$ cat src/scan_net_defs.svh
`ifndef SCAN_NET_DEFS_SVH
`define SCAN_NET_DEFS_SVH

// Station addressing: five bits reach stations 0 to 31.
`define ADDR_W 5
`define MASTER_ADDR 5'h00
`define FIRST_SLAVE 5'h01
`define TMO_W 16

// Request byte: command in the top three bits, station in the low five.
`define CMD_INIT 3'h1
`define CMD_POLL 3'h2
`define CMD_CFG 3'h3

// Characters of the start-up and timeout messages.
`define CHR_ZERO 8'h30
`define CHR_S 8'h53
`define CHR_T 8'h54

`endif

$ cat src/scan_net_pkg.sv
package scan_net_pkg;

    typedef struct packed {
        logic valid;
        logic [7:0] data;
    } byte_flow_t;

    typedef struct packed {
        logic valid;
        logic last;
        logic [7:0] data;
    } rx_flow_t;

    typedef struct packed {
        logic valid;
        logic last;
        logic [4:0] addr;
        logic [7:0] data;
    } cfg_flow_t;

    typedef enum logic [2:0] {
        ST_PICK,
        ST_SEND,
        ST_WAIT,
        ST_REPORT,
        ST_CFG_HDR,
        ST_CFG_DATA
    } state_t;

endpackage : scan_net_pkg

$ cat src/scan_net_master.sv
// How it works
// - Up to 31 slave stations, each reached by a five-bit station address.
// - Master is station zero; only addresses above zero are ever requested.
// - A configured highest slave address sets how many slaves are managed.
// - Slave data received after the search is forwarded out of the single host byte stream if that stream is free, and lost if not.
// - After reset every address up to the highest is searched once.
// - A slave answering during the search is reported as two digits and S.
// - A silent slave is reported as two digits and T.
// - After timeouts polling continues but timed-out slaves are skipped.
// - Once running, host configuration bytes are relayed to a chosen slave that is in range and still alive, and dropped otherwise.
// - All traffic runs half duplex on one shared two-wire bus.
`include "scan_net_defs.svh"
`timescale 1ns/10ps
`default_nettype none

module scan_net_master (
    // Clock, reset and enable
    input wire logic sys_clk,
    input wire logic reset,
    input wire logic clk_en,
    // Configuration
    input wire logic [`ADDR_W-1:0] last_addr,
    input wire logic [`TMO_W-1:0] resp_wait,
    // Shared bus, byte level
    output scan_net_pkg::byte_flow_t bus_tx,
    input wire logic bus_tx_ready,
    output logic bus_drive_en,
    input wire scan_net_pkg::rx_flow_t bus_rx,
    // Host interface, byte level
    output scan_net_pkg::byte_flow_t host_tx,
    input wire logic host_tx_ready,
    input wire scan_net_pkg::cfg_flow_t host_cfg,
    output logic cfg_take,
    // Status
    output logic init_done,
    output logic [31:0] alive_map
);

    // ----------------------------------------
    // Helpers
    // ----------------------------------------
    function automatic logic [7:0] mk_req(input logic [2:0] cmd, input logic [4:0] a);
        mk_req = {cmd, a};
    endfunction : mk_req

    function automatic logic [7:0] dec_digit(input logic [4:0] a, input logic tens);
        logic [4:0] t;
        t = (a >= 5'h1E) ? 5'h03 : (a >= 5'h14) ? 5'h02 : (a >= 5'h0A) ? 5'h01 : 5'h00;
        if (tens) begin
            dec_digit = `CHR_ZERO + {3'h0, t};
        end else begin
            dec_digit = `CHR_ZERO + {3'h0, 5'(a - 5'(t * 5'h0A))};
        end
    endfunction : dec_digit

    // ----------------------------------------
    // State
    // ----------------------------------------
    scan_net_pkg::state_t state_reg;
    logic [4:0] cur_addr_reg;
    logic [`TMO_W-1:0] timer_reg;
    logic [1:0] rpt_idx_reg;
    logic rpt_ok_reg;
    logic [31:0] alive_reg;
    logic init_done_reg;
    logic cfg_take_reg;
    logic bus_de_reg;
    logic req_sent_reg;
    scan_net_pkg::byte_flow_t bus_tx_reg;
    scan_net_pkg::byte_flow_t host_tx_reg;

    // ----------------------------------------
    // Decoding
    // ----------------------------------------
    wire logic bus_free = !bus_tx_reg.valid || bus_tx_ready;
    wire logic host_free = !host_tx_reg.valid || host_tx_ready;
    wire logic at_last = (cur_addr_reg >= last_addr);
    // Ascending walk that wraps back to the first slave.
    wire logic [4:0] poll_next = at_last ? `FIRST_SLAVE : 5'(cur_addr_reg + 5'h01);
    wire logic [4:0] init_next = 5'(cur_addr_reg + 5'h01);
    wire logic timed_out = (timer_reg >= resp_wait) && !bus_rx.valid;
    wire logic cfg_ok = (host_cfg.addr != `MASTER_ADDR) && (host_cfg.addr <= last_addr)
        && alive_reg[host_cfg.addr];
    wire logic cfg_byte = host_cfg.valid && bus_free && !cfg_take_reg;
    wire logic [7:0] rpt_char = (rpt_idx_reg == 2'h2) ? (rpt_ok_reg ? `CHR_S : `CHR_T)
        : dec_digit(cur_addr_reg, rpt_idx_reg == 2'h0);
    wire logic [2:0] req_cmd = init_done_reg ? `CMD_POLL : `CMD_INIT;

    // ----------------------------------------
    // Sequencer
    // ----------------------------------------
    always_ff @(posedge sys_clk) begin
        if (reset) begin
            state_reg <= scan_net_pkg::ST_PICK;
            cur_addr_reg <= `MASTER_ADDR;
            timer_reg <= 16'h0000;
            rpt_idx_reg <= 2'h0;
            rpt_ok_reg <= 1'b0;
            alive_reg <= 32'h0000_0000;
            init_done_reg <= 1'b0;
            cfg_take_reg <= 1'b0;
            bus_de_reg <= 1'b0;
            req_sent_reg <= 1'b0;
            bus_tx_reg <= '0;
            host_tx_reg <= '0;
        end else if (clk_en) begin
            cfg_take_reg <= 1'b0;
            if (bus_tx_reg.valid && bus_tx_ready) begin
                bus_tx_reg.valid <= 1'b0;
            end
            if (host_tx_reg.valid && host_tx_ready) begin
                host_tx_reg.valid <= 1'b0;
            end
            case (state_reg)
                scan_net_pkg::ST_PICK: begin
                    bus_de_reg <= 1'b0;
                    if (!init_done_reg) begin
                        if (at_last) begin
                            init_done_reg <= 1'b1;
                        end else begin
                            cur_addr_reg <= init_next;
                            state_reg <= scan_net_pkg::ST_SEND;
                        end
                    end else if (host_cfg.valid && !cfg_take_reg) begin
                        // A byte taken last cycle still stands on host_cfg for one cycle.
                        state_reg <= scan_net_pkg::ST_CFG_HDR;
                    end else if (last_addr != `MASTER_ADDR) begin
                        cur_addr_reg <= poll_next;
                        if (alive_reg[poll_next]) begin
                            state_reg <= scan_net_pkg::ST_SEND;
                        end
                    end
                end
                scan_net_pkg::ST_SEND: begin
                    // Hold the driver on until the request byte has left; after a relay
                    // it is already on and stays on across the last config byte.
                    if (bus_free && !req_sent_reg) begin
                        bus_tx_reg <= '{valid: 1'b1, data: mk_req(req_cmd, cur_addr_reg)};
                        bus_de_reg <= 1'b1;
                        req_sent_reg <= 1'b1;
                    end else if (req_sent_reg && bus_free) begin
                        bus_de_reg <= 1'b0;
                        req_sent_reg <= 1'b0;
                        timer_reg <= 16'h0000;
                        state_reg <= scan_net_pkg::ST_WAIT;
                    end
                end
                scan_net_pkg::ST_WAIT: begin
                    timer_reg <= 16'(timer_reg + 16'h0001);
                    if (bus_rx.valid) begin
                        timer_reg <= 16'h0000;
                        if (init_done_reg && host_free) begin
                            // No buffer: a byte the host cannot take now is lost.
                            host_tx_reg <= '{valid: 1'b1, data: bus_rx.data};
                        end
                        if (bus_rx.last && !init_done_reg) begin
                            alive_reg[cur_addr_reg] <= 1'b1;
                            rpt_ok_reg <= 1'b1;
                            rpt_idx_reg <= 2'h0;
                            state_reg <= scan_net_pkg::ST_REPORT;
                        end else if (bus_rx.last) begin
                            state_reg <= scan_net_pkg::ST_PICK;
                        end
                    end else if (timed_out) begin
                        alive_reg[cur_addr_reg] <= 1'b0;
                        rpt_ok_reg <= 1'b0;
                        rpt_idx_reg <= 2'h0;
                        state_reg <= scan_net_pkg::ST_REPORT;
                    end
                end
                scan_net_pkg::ST_REPORT: begin
                    if (host_free) begin
                        host_tx_reg <= '{valid: 1'b1, data: rpt_char};
                        rpt_idx_reg <= 2'(rpt_idx_reg + 2'h1);
                        if (rpt_idx_reg == 2'h2) begin
                            state_reg <= scan_net_pkg::ST_PICK;
                        end
                    end
                end
                scan_net_pkg::ST_CFG_HDR: begin
                    if (!cfg_ok) begin
                        state_reg <= scan_net_pkg::ST_CFG_DATA;
                    end else if (bus_free) begin
                        bus_tx_reg <= '{valid: 1'b1, data: mk_req(`CMD_CFG, host_cfg.addr)};
                        bus_de_reg <= 1'b1;
                        state_reg <= scan_net_pkg::ST_CFG_DATA;
                    end
                end
                scan_net_pkg::ST_CFG_DATA: begin
                    // Bytes for an unreachable slave are taken and dropped.
                    if (cfg_byte) begin
                        cfg_take_reg <= 1'b1;
                        if (bus_de_reg) begin
                            bus_tx_reg <= '{valid: 1'b1, data: host_cfg.data};
                        end
                        if (host_cfg.last && bus_de_reg) begin
                            // Poll the target next so that its answer reaches the host.
                            cur_addr_reg <= host_cfg.addr;
                            state_reg <= scan_net_pkg::ST_SEND;
                        end else if (host_cfg.last) begin
                            state_reg <= scan_net_pkg::ST_PICK;
                        end
                    end
                end
                default: begin
                    state_reg <= scan_net_pkg::ST_PICK;
                end
            endcase
        end
    end

    // ----------------------------------------
    // Outputs
    // ----------------------------------------
    assign bus_tx = bus_tx_reg;
    assign bus_drive_en = bus_de_reg;
    assign host_tx = host_tx_reg;
    assign cfg_take = cfg_take_reg;
    assign init_done = init_done_reg;
    assign alive_map = alive_reg;
endmodule : scan_net_master

`default_nettype wire

$ cat config.mk
export PLATFORM = sky130hd
export DESIGN_NAME = scan_net_master
export DESIGN_NICKNAME = d
export VERILOG_FILES = /design/src/scan_net_pkg.sv /design/src/scan_net_master.sv
export VERILOG_INCLUDE_DIRS = /design/src
export SDC_FILE = /design/constraint.sdc
export NUM_CORES = 1
export LEC_CHECK = 0
export CORE_UTILIZATION = 35
export DETAILED_ROUTE_END_ITERATION = 6
export DONT_BUFFER_PORTS = 1
export GPL_ROUTABILITY_DRIVEN = 0
export PLACE_DENSITY_LB_ADDON = 0.2
export SLEW_MARGIN = 20
export SYNTH_ARGS = -nofsm -noshare
export SYNTH_HDL_FRONTEND = slang
export SYNTH_SLANG_ARGS = --single-unit
export TNS_END_PERCENT = 5
$ cat constraint.sdc
create_clock -name sys_clk -period 4.4 [get_ports sys_clk]
set_clock_uncertainty 0.15 [all_clocks]
set_input_delay 0.88 -clock sys_clk [delete_from_list [all_inputs] [get_ports sys_clk]]
set_output_delay 0.88 -clock sys_clk [all_outputs]
set_load 0.05 [all_outputs]
### Yosys cells after proc, flatten, opt, wreduce, memory -nomap -nowiden

Cells that the tools add are included.
Widths: inputs -> output; s select.

* register bits after elaboration: 81
* bits in writable memories: 0
* bits in latches: 0
* ROM bits: 0
* memories: 0
* word-level logic and storage cells: 183
* output and inout port bits: 53

* magnitude comparators: 10
* div/mod/pow operators: 0
* reduce and logical (&&, ||, !) cells: 43
* add/sub/neg operators: 6
* muxes and demuxes: 76
* shift operators: 0
* bitwise logic cells: 3
* equal/unequal tests: 30
* multipliers: 1

Operator list (count)
* $mux 32: 3
* $mux 9: 8
* $mux 3: 19
* $mux 16: 3
* $mux 5: 7
* $and 32x32->32: 1
* $not 32->32: 1
* $or 32x32->32: 1
* $pmux 16 s2: 1
* $pmux 9 s3: 1
* $ne 2x2->1 const B: 12
* $ne 3x3->1 const B: 8
* $lt 5x6->1 const B: 3
* $pmux 3 s6: 1
* $pmux 9 s2: 1
* $mux 1: 17
* $add 16x1->16 const B: 1
* $ge 16x16->1: 1
* $reduce_and 5->1: 3
* $logic_and 1x1->1: 14
* $mux 2: 7
* $reduce_and 7->1: 2
* $reduce_and 13->1: 1
* $ne 4x4->1 const B: 3
* other kinds (33): 50

### Longest topological paths before layout

Gate-level depths: netlist of run 1.

* depth after elaboration: 11
* gate-level depth with buffers: 18

### Least setup slack after synthesis of run 1

Ideal clock, no wire load.

* path type: reg-to-reg
* from: register cur_addr_reg[0]
* to: register state_reg[0]
* data arrival time: 3.043 ns
* clock period less this slack: 3.308 ns
* required time: 4.135 ns
* stages on the path, launching flop included: 13
* setup time: 0.115 ns
* path slack: 1.092 ns
* path buffers: 2
* path through: dfxtp_1 -> buf_2 -> buf_1 -> inv_1 -> ha_1 -> nand2b_1 -> a31oi_2 -> o21a_1 -> nand2_1 -> or3_1 -> a2111oi_1 -> nor3b_1 -> o21a_1

* cells in the longest elaborated chain, start to end: 6

Ends and longest elaborated chain
* start: declaration: line scan_net_master.sv:60 `logic [4:0] cur_addr_reg;`
* start signal: assignment: line scan_net_master.sv:95 `` cur_addr_reg <= `MASTER_ADDR; ``
* start signal: assignment: line scan_net_master.sv:121 `cur_addr_reg <= init_next;`
* start signal: assignment: line scan_net_master.sv:128 `cur_addr_reg <= poll_next;`
* $add 5x1->5 / $ge 5x5->1 (equally long branches): line scan_net_master.sv:79, scan_net_master.sv:77
* $mux 5: line scan_net_master.sv:79 `` wire logic [4:0] poll_next = at_last ? `FIRST_SLAVE : 5'(cur_addr_reg + 5'h01); ``
* $bmux 1 s5: line scan_net_master.sv:129 `if (alive_reg[poll_next]) begin`
* $mux 1 (implied by the code): line scan_net_master.sv:129
* $ne 4x4->1 (no source line)
* $reduce_and 13->1 (no source line) *
* end signal: assignment: line scan_net_master.sv:126 `state_reg <= scan_net_pkg::ST_CFG_HDR;`
* end signal: assignment: line scan_net_master.sv:130 `state_reg <= scan_net_pkg::ST_SEND;`
* end signal: assignment: line scan_net_master.sv:145 `state_reg <= scan_net_pkg::ST_WAIT;`
* end: declaration: line scan_net_master.sv:59 `scan_net_pkg::state_t state_reg;`

Mark *: on every way between the ends. The rest lies on a longest branch, timed or not. The select of a mux whose other input is x is not followed.
A chain may end at the register's enable or synchronous reset.

### Worst setup path in the final report of run 1

* from: input port last_addr[4]
* to: register state_reg[0]

* cells in the longest elaborated chain, start to end: 6

Ends and longest elaborated chain
* start: declaration: line scan_net_master.sv:22 `` input wire logic [`ADDR_W-1:0] last_addr, ``
* $ge 5x5->1: line scan_net_master.sv:77 `wire logic at_last = (cur_addr_reg >= last_addr);`
* $mux 5: line scan_net_master.sv:79
* $bmux 1 s5: line scan_net_master.sv:129
* $mux 1 (implied by the code): line scan_net_master.sv:129
* $ne 4x4->1 (no source line)
* $reduce_and 13->1 (no source line)

Several ways; a longest one is shown, not always the timed one. The select of a mux whose other input is x is not followed.

==> metrics, run 1 <==
outcome=complete, no violations; number of antenna-violating nets in the routed design=0; global-route wire length before repair=25.6 mm; Hold Path Cell Cnt=2; H-tree level count=3; number of violations of the max-capacitance limit=0; number of clock buffers inserted by TritonCTS=9; Setup violations, final=0; Worst R2R Start=cur_addr_reg[0]; post-layout util=39.0%; HPWL after detailed placement=11.6 mm; cell class contributing the biggest share of worst-path delay=compound AO/OA/AOI/OAI gates; synthesis warning total=0; number of remaining DRC errors=0; non-filler cells in the finished layout=871; worst slew margin relative to its limit=31.3%; synthesized flop and latch total=81; class of the most critical hold timing path=register to register; primary flip-flop cell chosen by synthesis mapping=sky130_fd_sc_hd__dfxtp_1; global-route usage over all layers=20.3%; setup repair after global routing missed its margin=false; end point of the most critical hold path=rpt_ok_reg; vias in the first global route=4873; number of nets in the final layout=744; Reg clk slew, reported paths=0.06 ns; Cell Chain, Critical Path=inv_1, ha_1, a21oi_1, nand2_1, o21bai_1, o32ai_1, a221oi_1, a2111oi_1, nor3b_1, o21a_1; static leakage=2.43 nW; initial antenna violation count=0; Worst EP arrival=3.41 ns; FF-to-FF End=state_reg[0]; number of pins exceeding their max-slew limit in the final report=0; endpoint required time on the critical path=4.49 ns; post-placement cell count=856; Netlist cell types=74; Bufs on Longest Clock Path=2; Final Hold Violating Endpoints=0; DRT Pass-1 Iters=6; average detailed-routed wire length per instance=18.2 um; IO Count=104; category of the worst setup path launch point=input pin; worst skew pair latency=0.35 ns; Crit Path Max Fanout=6; average via count per standard cell=5.73; clock period minus final worst setup slack=3.31 ns; flop-to-flop setup slack=1.20 ns; area of all placed cells without fillers=5960 um^2; Power Density=423 nW/um^2; startpoint of the tightest hold check path=rpt_ok_reg; width of the die=127 um; synthesized area=5490 um^2; CTS Hold Buffers Added=0; total of cells resized after clock tree synthesis=0; root buffer cell=sky130_fd_sc_hd__clkbuf_16; Worst setup startpoint=last_addr[4]; starting density of the core=36.0%; Post-CTS Repair Setup Buffers=0; fraction of the cycle the final worst path needs=75.3%; cell with the largest stage delay on the worst path=sky130_fd_sc_hd__a2111oi_1; total power of the final layout=0.00252 W; category of the critical setup timing path=input pin to register; Max VDD drop=0.254 mV; Clock Sink Count=81; violation count after the first detailed-route iteration=437; Avg Cell Area, Syn=8.14 um^2; Buf/Inv on CP=1; largest net degree at the start of global routing=70; fraction of layout instances using a drive strength above 1=6.21%; Post-synth EDFFs=0; DIE AREA=16200 um^2; Fmax=302 MHz; Tightest Pin Transition=1.03 ns; synthesized netlist cell count=675; Core Box Area=15300 um^2; critical path endpoint category=register; Site Rows=45; worst r2r path cells=10; async set-reset flop share out of synthesis=0%; aggregate negative setup slack=0 ns; die extent in y=127 um; overall via count from detail_route=4987; Max stage delay on crit path=0.60 ns; number of inserted diodes=0; Synth-to-Final Area Change=8.45%; net count of the mapped netlist=763; Area after DPL=5660 um^2; final wirelength=15.8 mm; clock tree from TritonCTS=done; Port Buffers=0; Remaining Overflow, GRT=0; sequential cell area fraction in the yosys report=29.5%
## cell usage in the layout (no fill, tap or decap), drive strengths merged, types with 9 or more instances in the layout
master and instances:
inv 35, nor2b 11, nor3 12, dfxtp 81
a22oi 9, a211oi 21, o21ai 27, nor2 103
nand2b 14, a21oi 32, xor2 12, clkbuf 12
buf 9, mux2i 46, ha 36, nand2 33
nand3 53
## power by group
group / switching [W] / leakage (nW) / internal, W
sequential: 0.000164 / 0.655 / 0.000784
clock: 0.000299 / 0.148 / 0.000466
combinational: 0.000494 / 1.62 / 0.000313
total: 0.000956 / 2.43 / 0.00156
## synth_stat cells (5+ instances only)
| master | n | area [um^2] |
|---|---|---|
| sky130_fd_sc_hd__a211oi_1 | 18 | 135 |
| sky130_fd_sc_hd__a21oi_1 | 32 | 160 |
| sky130_fd_sc_hd__a221oi_1 | 5 | 43.8 |
| sky130_fd_sc_hd__a222oi_1 | 5 | 50.1 |
| sky130_fd_sc_hd__a22oi_1 | 9 | 67.6 |
| sky130_fd_sc_hd__and2_1 | 5 | 31.3 |
| sky130_fd_sc_hd__buf_2 | 5 | 25.0 |
| sky130_fd_sc_hd__clkbuf_1 | 29 | 109 |
| sky130_fd_sc_hd__dfxtp_1 | 81 | 1620 |
| sky130_fd_sc_hd__ha_1 | 36 | 450 |
| sky130_fd_sc_hd__inv_1 | 35 | 131 |
| sky130_fd_sc_hd__mux2i_1 | 46 | 460 |
| sky130_fd_sc_hd__nand2_1 | 33 | 124 |
| sky130_fd_sc_hd__nand2b_1 | 14 | 87.6 |
| sky130_fd_sc_hd__nand3_1 | 53 | 265 |
| sky130_fd_sc_hd__nand4_1 | 5 | 31.3 |
| sky130_fd_sc_hd__nor2_1 | 103 | 387 |
| sky130_fd_sc_hd__nor2b_1 | 11 | 68.8 |
| sky130_fd_sc_hd__nor3_1 | 11 | 55.1 |
| sky130_fd_sc_hd__nor3b_1 | 7 | 52.6 |
| sky130_fd_sc_hd__o21ai_0 | 26 | 130 |
| sky130_fd_sc_hd__xnor2_1 | 6 | 52.6 |
| sky130_fd_sc_hd__xor2_1 | 12 | 105 |
## layer usage
layer  global-route usage, %  vias to the layer above  routed length, um
met5                       0                        -                  0
met4                    9.80                        0                446
met3                    5.90                       33               1260
met2                    32.5                      170               7260
met1                    25.0                     2386               6850
li1                        -                     2398                  -
## worst max-delay path by stage
stage,slack [ns],endpoint,depth (start not counted)
3_3_place_gp,0.86,state_reg[0],10
4_1_cts,1.09,state_reg[0],10
3_5_place_dp,0.75,state_reg[0],10
5_1_grt,0.88,state_reg[0],10
6_report,1.09,state_reg[0],10
2_1_floorplan,1.09,state_reg[0],12
## metrics by stage
stage / hold WS (ns) / setup WS [ns]
2_1_floorplan: 0.321 / 1.09
3_3_place_gp: 0.335 / 0.862
3_5_place_dp: 0.342 / 0.748
4_1_cts: 0.354 / 1.09
5_1_grt: 0.358 / 0.881
6_report: 0.350 / 1.09
## layout make-up
class                      count  area, um^2
fill                        1572        9300
multi-input combinational    520        3580
sequential                    81        1620
tap                          211         264
clock buffer                  12         256
inverter                      35         131
timing repair buffer           9        67.6
clock inverter                 3        40.0
## worst reg2reg max path: stages (launching register included)
cell and delay [ns]:
sky130_fd_sc_hd__dfxtp_1 0.31, sky130_fd_sc_hd__inv_1 0.22, sky130_fd_sc_hd__ha_1 0.28, sky130_fd_sc_hd__nand2b_1 0.14, sky130_fd_sc_hd__a31oi_2 0.31, sky130_fd_sc_hd__o21a_1 0.29, sky130_fd_sc_hd__nand2_1 0.12, sky130_fd_sc_hd__or3_1 0.39
sky130_fd_sc_hd__a2111oi_1 0.54, sky130_fd_sc_hd__nor3b_1 0.15, sky130_fd_sc_hd__o21a_1 0.19
## cell families (layout without fill, tap and decap cells)
kind of cell               count (synthesis)  count (layout)  synth area share [%]
AOI/OAI and AO/OA                        145             145                  18.9
xor gates and xnor gates                  18              18                  2.87
adders and majority gates                 38              38                  8.75
buffers and inverters                     74              59                  5.51
DFF                                       81              81                  29.5
muxes                                     52              52                  10.8
and+or+nand+nor                          267             267                  23.6
Power figures use the tool's default switching activity.
==> run 2: changes to the inputs <==
==> constraint.sdc (replaced) <==
create_clock -name sys_clk -period 3.1 [get_ports sys_clk]
set_clock_uncertainty 0.15 [all_clocks]
set_input_delay 0.62 -clock sys_clk [delete_from_list [all_inputs] [get_ports sys_clk]]
set_output_delay 0.62 -clock sys_clk [all_outputs]
set_load 0.05 [all_outputs]
==> run 2 against run 1 <==
Worst setup slack worse by 0.90 ns. Largest power group is now combinational cells. Utilization up 3.1 points. Critical path depth up 2. Register-to-register slack worse by 1.0 ns. Wire length up 5.0%. First-iteration DRC count down 3.7%. Largest cell class unchanged.
==> metrics, run 2 (same netlist as run 1, synthesis figures left out) <==
Buf/Inv on CP=2 (was 1); width of the die=127 um (unchanged); Max stage delay on crit path=0.38 ns (was 0.60 ns); Port Buffers=0 (unchanged); Cell Chain, Critical Path=inv_1, ha_1, o21ai_0, a22oi_1, a21oi_1, inv_1, ha_1, fa_1, xor2_1, nor4_1, a21oi_1, a211oi_1 (was inv_1, ha_1, a21oi_1, nand2_1, o21bai_1, o32ai_1, a221oi_1, a2111oi_1, nor3b_1, o21a_1); H-tree level count=3 (unchanged); Crit Path Max Fanout=3 (was 6); worst skew pair latency=0.36 ns (was 0.35 ns); Setup violations, final=0 (unchanged); Site Rows=45 (unchanged); number of clock buffers inserted by TritonCTS=9 (unchanged); number of remaining DRC errors=0 (unchanged); number of antenna-violating nets in the routed design=0 (unchanged); total of cells resized after clock tree synthesis=0 (unchanged); Max VDD drop=0.371 mV (was 0.254 mV); DRT Pass-1 Iters=5 (was 6); Fmax=343 MHz; non-filler cells in the finished layout=927 (was 871); cell with the largest stage delay on the worst path=sky130_fd_sc_hd__fa_1 (was sky130_fd_sc_hd__a2111oi_1); critical path endpoint category=register (unchanged); clock tree from TritonCTS=done (unchanged); endpoint required time on the critical path=3.22 ns (was 4.49 ns); root buffer cell=sky130_fd_sc_hd__clkbuf_16 (unchanged); Reg clk slew, reported paths=0.06 ns (about the same); overall via count from detail_route=5221 (was 4987); Tightest Pin Transition=0.735 ns (was 1.03 ns); Post-CTS Repair Setup Buffers=0 (unchanged); category of the critical setup timing path=register to register (was input pin to register); Clock Sink Count=81 (unchanged); largest net degree at the start of global routing=70 (unchanged); total power of the final layout=0.00386 W (was 0.00252 W); category of the worst setup path launch point=register (was input pin); CTS Hold Buffers Added=0 (unchanged); most frequent cells in the layout=sky130_fd_sc_hd__nor2_1 (103), sky130_fd_sc_hd__dfxtp_1 (81), sky130_fd_sc_hd__buf_4 (63) (was sky130_fd_sc_hd__nor2_1 (103), sky130_fd_sc_hd__dfxtp_1 (81), sky130_fd_sc_hd__nand3_1 (53)); static leakage=2.72 nW (was 2.43 nW); worst slew margin relative to its limit=50.5% (was 31.3%); global-route wire length before repair=26.8 mm (was 25.6 mm); average via count per standard cell=5.63 (was 5.73); clock period minus final worst setup slack=2.91 ns; number of pins exceeding their max-slew limit in the final report=0 (unchanged); setup repair after global routing missed its margin=false (unchanged); cell class contributing the biggest share of worst-path delay=compound AO/OA/AOI/OAI gates (unchanged); Worst EP arrival=3.03 ns (was 3.41 ns); Final Hold Violating Endpoints=0 (unchanged); post-placement cell count=911 (was 856); violation count after the first detailed-route iteration=421 (was 437); initial antenna violation count=0 (unchanged); Remaining Overflow, GRT=0 (unchanged); outcome=complete, no violations (unchanged); DIE AREA=16200 um^2 (unchanged); fraction of the cycle the final worst path needs=93.9%; number of nets in the final layout=799 (was 744); starting density of the core=36.0% (unchanged); final wirelength=16.6 mm (was 15.8 mm); class of the most critical hold timing path=input pin to register (was register to register); fraction of layout instances using a drive strength above 1=13.8% (was 6.21%); average detailed-routed wire length per instance=17.9 um (was 18.2 um); IO Count=104 (unchanged); number of violations of the max-capacitance limit=0 (unchanged); most frequent standard cell in the layout excluding fill and tap cells=sky130_fd_sc_hd__nor2_1 (unchanged); number of inserted diodes=0 (unchanged); Bufs on Longest Clock Path=2 (unchanged); Synth-to-Final Area Change=16.9% (was 8.45%); Core Box Area=15300 um^2 (unchanged); Power Density=600 nW/um^2 (was 423 nW/um^2); vias in the first global route=5135 (was 4873); global-route usage over all layers=21.1% (was 20.3%); die extent in y=127 um (unchanged); HPWL after detailed placement=12.3 mm (was 11.6 mm)
==> run 2: stage by stage <==
step | TNS [ns] | area (um^2) | util, % | setup WS (ns) | hold slack [ns]
3_3_place_gp | 0 | 6090 | 39.9 | 0.0707 | 0.338
3_5_place_dp | -0.00617 | 6090 | 39.9 | -0.00617 | 0.341
2_1_floorplan | 0 | 5500 | - | 0.0148 | 0.321
4_1_cts | 0 | 6420 | 42.1 | 0.213 | 0.177
5_1_grt | 0 | 6420 | 42.1 | 0.00194 | 0.179
6_report | 0 | 6420 | 42.1 | 0.189 | 0.184
==> run 2: layout make-up <==
cell class | instances | area [um^2]
multi-input combinational | 520 | 3580
fill | 1524 | 8830
clock inverter | 6 | 90.1
clock buffer | 10 | 239
timing repair buffer | 64 | 493
inverter | 35 | 131
sequential | 81 | 1620
tap | 211 | 264
==> run 2: worst paths after layout <==
check             startpoint         end  slack (ns)  cells after the start
max          cur_addr_reg[0]  host_tx[3]        0.19                     12
min                    reset  host_tx[7]        0.18                      1
max reg2reg  cur_addr_reg[0]  host_tx[3]        0.19                     12
min reg2reg       rpt_ok_reg  rpt_ok_reg        0.36                      2
==> run 2: metal layers <==
| metal | wire length [um] | GRT usage (%) |
|---|---|---|
| met3 | 1410 | 6.70 |
| met4 | 314 | 7.84 |
| met5 | 0 | 0 |
| met1 | 7130 | 25.9 |
| met2 | 7760 | 34.6 |
==> run 2: report_power, final <==
part | switching (W) | internal [W]
logic | 0.000789 | 0.000561
registers | 0.000209 | 0.00111
clock network | 0.000456 | 0.000730
==> run 3: changes to the inputs <==
==> constraint.sdc (replaced) <==
create_clock -name sys_clk -period 3.8 [get_ports sys_clk]
set_clock_uncertainty 0.15 [all_clocks]
set_input_delay 0.76 -clock sys_clk [delete_from_list [all_inputs] [get_ports sys_clk]]
set_output_delay 0.76 -clock sys_clk [all_outputs]
set_load 0.05 [all_outputs]
==> run 3 against run 2 <==
Total power down 23%. Sequential cell count unchanged. Die area unchanged. Register-to-register slack better by 0.53 ns. Count of clock-buffer cells in the layout up 1. Global-route usage down 0.54 points. Clock power down 25%. Combinational power down 26%. Fmax down 5.4%. Sequential power down 18%. Critical path depth down 1. Cell area down 4.6%. Largest cell class unchanged.
==> metrics, run 3 (same netlist as run 1, synthesis figures left out) <==
number of antenna-violating nets in the routed design=0 (unchanged); Final Worst Setup Slack=0.721 ns (was 0.189 ns); overall via count from detail_route=5130 (was 5221); pre-CTS setup slack=0.455 ns (was -0.00617 ns); FF-to-FF End=state_reg[1] (was host_tx[3]); width of the die=127 um (unchanged); most frequent cells in the layout=sky130_fd_sc_hd__nor2_1 (103), sky130_fd_sc_hd__dfxtp_1 (81), sky130_fd_sc_hd__nand3_1 (53) (was sky130_fd_sc_hd__nor2_1 (103), sky130_fd_sc_hd__dfxtp_1 (81), sky130_fd_sc_hd__buf_4 (63)); starting density of the core=36.0% (unchanged); H-tree level count=3 (unchanged); final wirelength=16.5 mm (was 16.6 mm); clock period minus final worst setup slack=3.08 ns (was 2.91 ns); Power Density=484 nW/um^2 (was 600 nW/um^2); aggregate negative setup slack=0 ns (unchanged); category of the critical setup timing path=register to register (unchanged); flop-to-flop setup slack=0.72 ns (was 0.19 ns); HPWL after detailed placement=11.9 mm (was 12.3 mm); Worst EP arrival=3.21 ns (was 3.03 ns); DRT Pass-1 Iters=5 (unchanged); average detailed-routed wire length per instance=18.5 um (was 17.9 um); DIE AREA=16200 um^2 (unchanged); Site Rows=45 (unchanged); largest net degree at the start of global routing=70 (unchanged); CTS Hold Buffers Added=0 (unchanged); IO Count=104 (unchanged); global-route wire length before repair=25.9 mm (was 26.8 mm); violation count after the first detailed-route iteration=462 (was 421); startpoint of the tightest hold check path=reset (unchanged); Max VDD drop=0.241 mV (was 0.371 mV); most frequent standard cell in the layout excluding fill and tap cells=sky130_fd_sc_hd__nor2_1 (unchanged); average via count per standard cell=5.73 (was 5.63); root buffer cell=sky130_fd_sc_hd__clkbuf_16 (unchanged); Tightest Pin Transition=0.957 ns (was 0.735 ns); class of the most critical hold timing path=input pin to register (unchanged); fraction of layout instances using a drive strength above 1=9.37% (was 13.8%); initial antenna violation count=0 (unchanged); Reg clk slew, reported paths=0.06 ns (about the same); Post-CTS Repair Setup Buffers=0 (unchanged); setup repair after global routing missed its margin=false (unchanged); Final Hold Violating Endpoints=0 (unchanged); number of nets in the final layout=766 (was 799); number of pins exceeding their max-slew limit in the final report=0 (unchanged); Setup violations, final=0 (unchanged); worst skew pair latency=0.35 ns (was 0.36 ns); critical path endpoint category=register (unchanged); Port Buffers=0 (unchanged); global-route usage over all layers=20.6% (was 21.1%); non-filler cells in the finished layout=895 (was 927); static leakage=2.55 nW (was 2.72 nW); Remaining Overflow, GRT=0 (unchanged); post-placement cell count=878 (was 911); total power of the final layout=0.00297 W (was 0.00386 W); fraction of the cycle the final worst path needs=81.0% (was 93.9%); endpoint required time on the critical path=3.93 ns (was 3.22 ns); Worst R2R Start=cur_addr_reg[0] (unchanged); Clock Sink Count=81 (unchanged); category of the worst setup path launch point=register (unchanged); worst slew margin relative to its limit=35.7% (was 50.5%); outcome=complete, no violations (unchanged); end point of the most critical hold path=host_tx[8] (was host_tx[7]); area of all placed cells without fillers=6130 um^2 (was 6420 um^2); Bufs on Longest Clock Path=2 (unchanged); die extent in y=127 um (unchanged); clock tree from TritonCTS=done (unchanged); vias in the first global route=4892 (was 5135); number of violations of the max-capacitance limit=0 (unchanged); Crit Path Max Fanout=19 (was 3); Synth-to-Final Area Change=11.6% (was 16.9%); number of remaining DRC errors=0 (unchanged); total of cells resized after clock tree synthesis=0 (unchanged); Hold Path Cell Cnt=1 (unchanged); worst r2r path cells=11 (was 12); Core Box Area=15300 um^2 (unchanged); Fmax=325 MHz (was 343 MHz); Area after DPL=5820 um^2 (was 6090 um^2); number of clock buffers inserted by TritonCTS=9 (unchanged)
-- run 3: cell type report --
type | count | area (um^2)
tap | 211 | 264
antenna | 1 | 2.50
inverter | 35 | 131
multi-input combinational | 520 | 3570
clock inverter | 5 | 53.8
fill | 1544 | 9130
sequential | 81 | 1620
timing repair buffer | 31 | 233
clock buffer | 11 | 253
-- run 3: per-stage QoR --
step | hold slack (ns) | utilization (%)
floorplan | 0.321 | -
global placement | 0.337 | 38.2
detailed placement | 0.343 | 38.2
CTS | 0.317 | 40.2
global route | 0.317 | 40.2
finish | 0.326 | 40.2
-- run 3: metal layers --
layer	part of all wire, %	up-vias	wire (um)	track usage, %
li1	-	2449	-	-
met2	47	190	7790	33.5
met5	0	-	0	0
met3	7.7	18	1280	7.12
met1	43	2473	7150	25.3
met4	1.9	0	308	6.86
-- run 3: worst max-delay path: stages, from the launching register on --
cell	delay [ns]
sky130_fd_sc_hd__dfxtp_1	0.33
sky130_fd_sc_hd__buf_4	0.28
sky130_fd_sc_hd__ha_1	0.23
sky130_fd_sc_hd__xor2_1	0.28
sky130_fd_sc_hd__nand2_1	0.21
sky130_fd_sc_hd__a2bb2oi_1	0.35
sky130_fd_sc_hd__o32ai_1	0.18
sky130_fd_sc_hd__a221oi_1	0.30
sky130_fd_sc_hd__a2111oi_1	0.13
sky130_fd_sc_hd__buf_4	0.15
sky130_fd_sc_hd__nor3b_1	0.27
sky130_fd_sc_hd__o2bb2ai_1	0.14
-- run 3: worst max path at each step --
stage | startpoint | to | slack (ns) | depth (start not counted)
4_1_cts | timer_reg[0] | register | 0.73 | 11
6_report | cur_addr_reg[0] | state_reg[1] | 0.72 | 11
3_3_place_gp | resp_wait[0] | register | 0.50 | 10
2_1_floorplan | cur_addr_reg[0] | state_reg[0] | 0.49 | 12
5_1_grt | timer_reg[0] | register | 0.49 | 11
3_5_place_dp | last_addr[2] | state_reg[1] | 0.46 | 12
-- run 3: where the power goes --
group	switching [W]	total (W)	internal [W]
combinational	0.000601	0.000994	0.000393
clock	0.000347	0.000889	0.000542
sequential	0.000176	0.00108	0.000907
total	0.00112	0.00297	0.00184
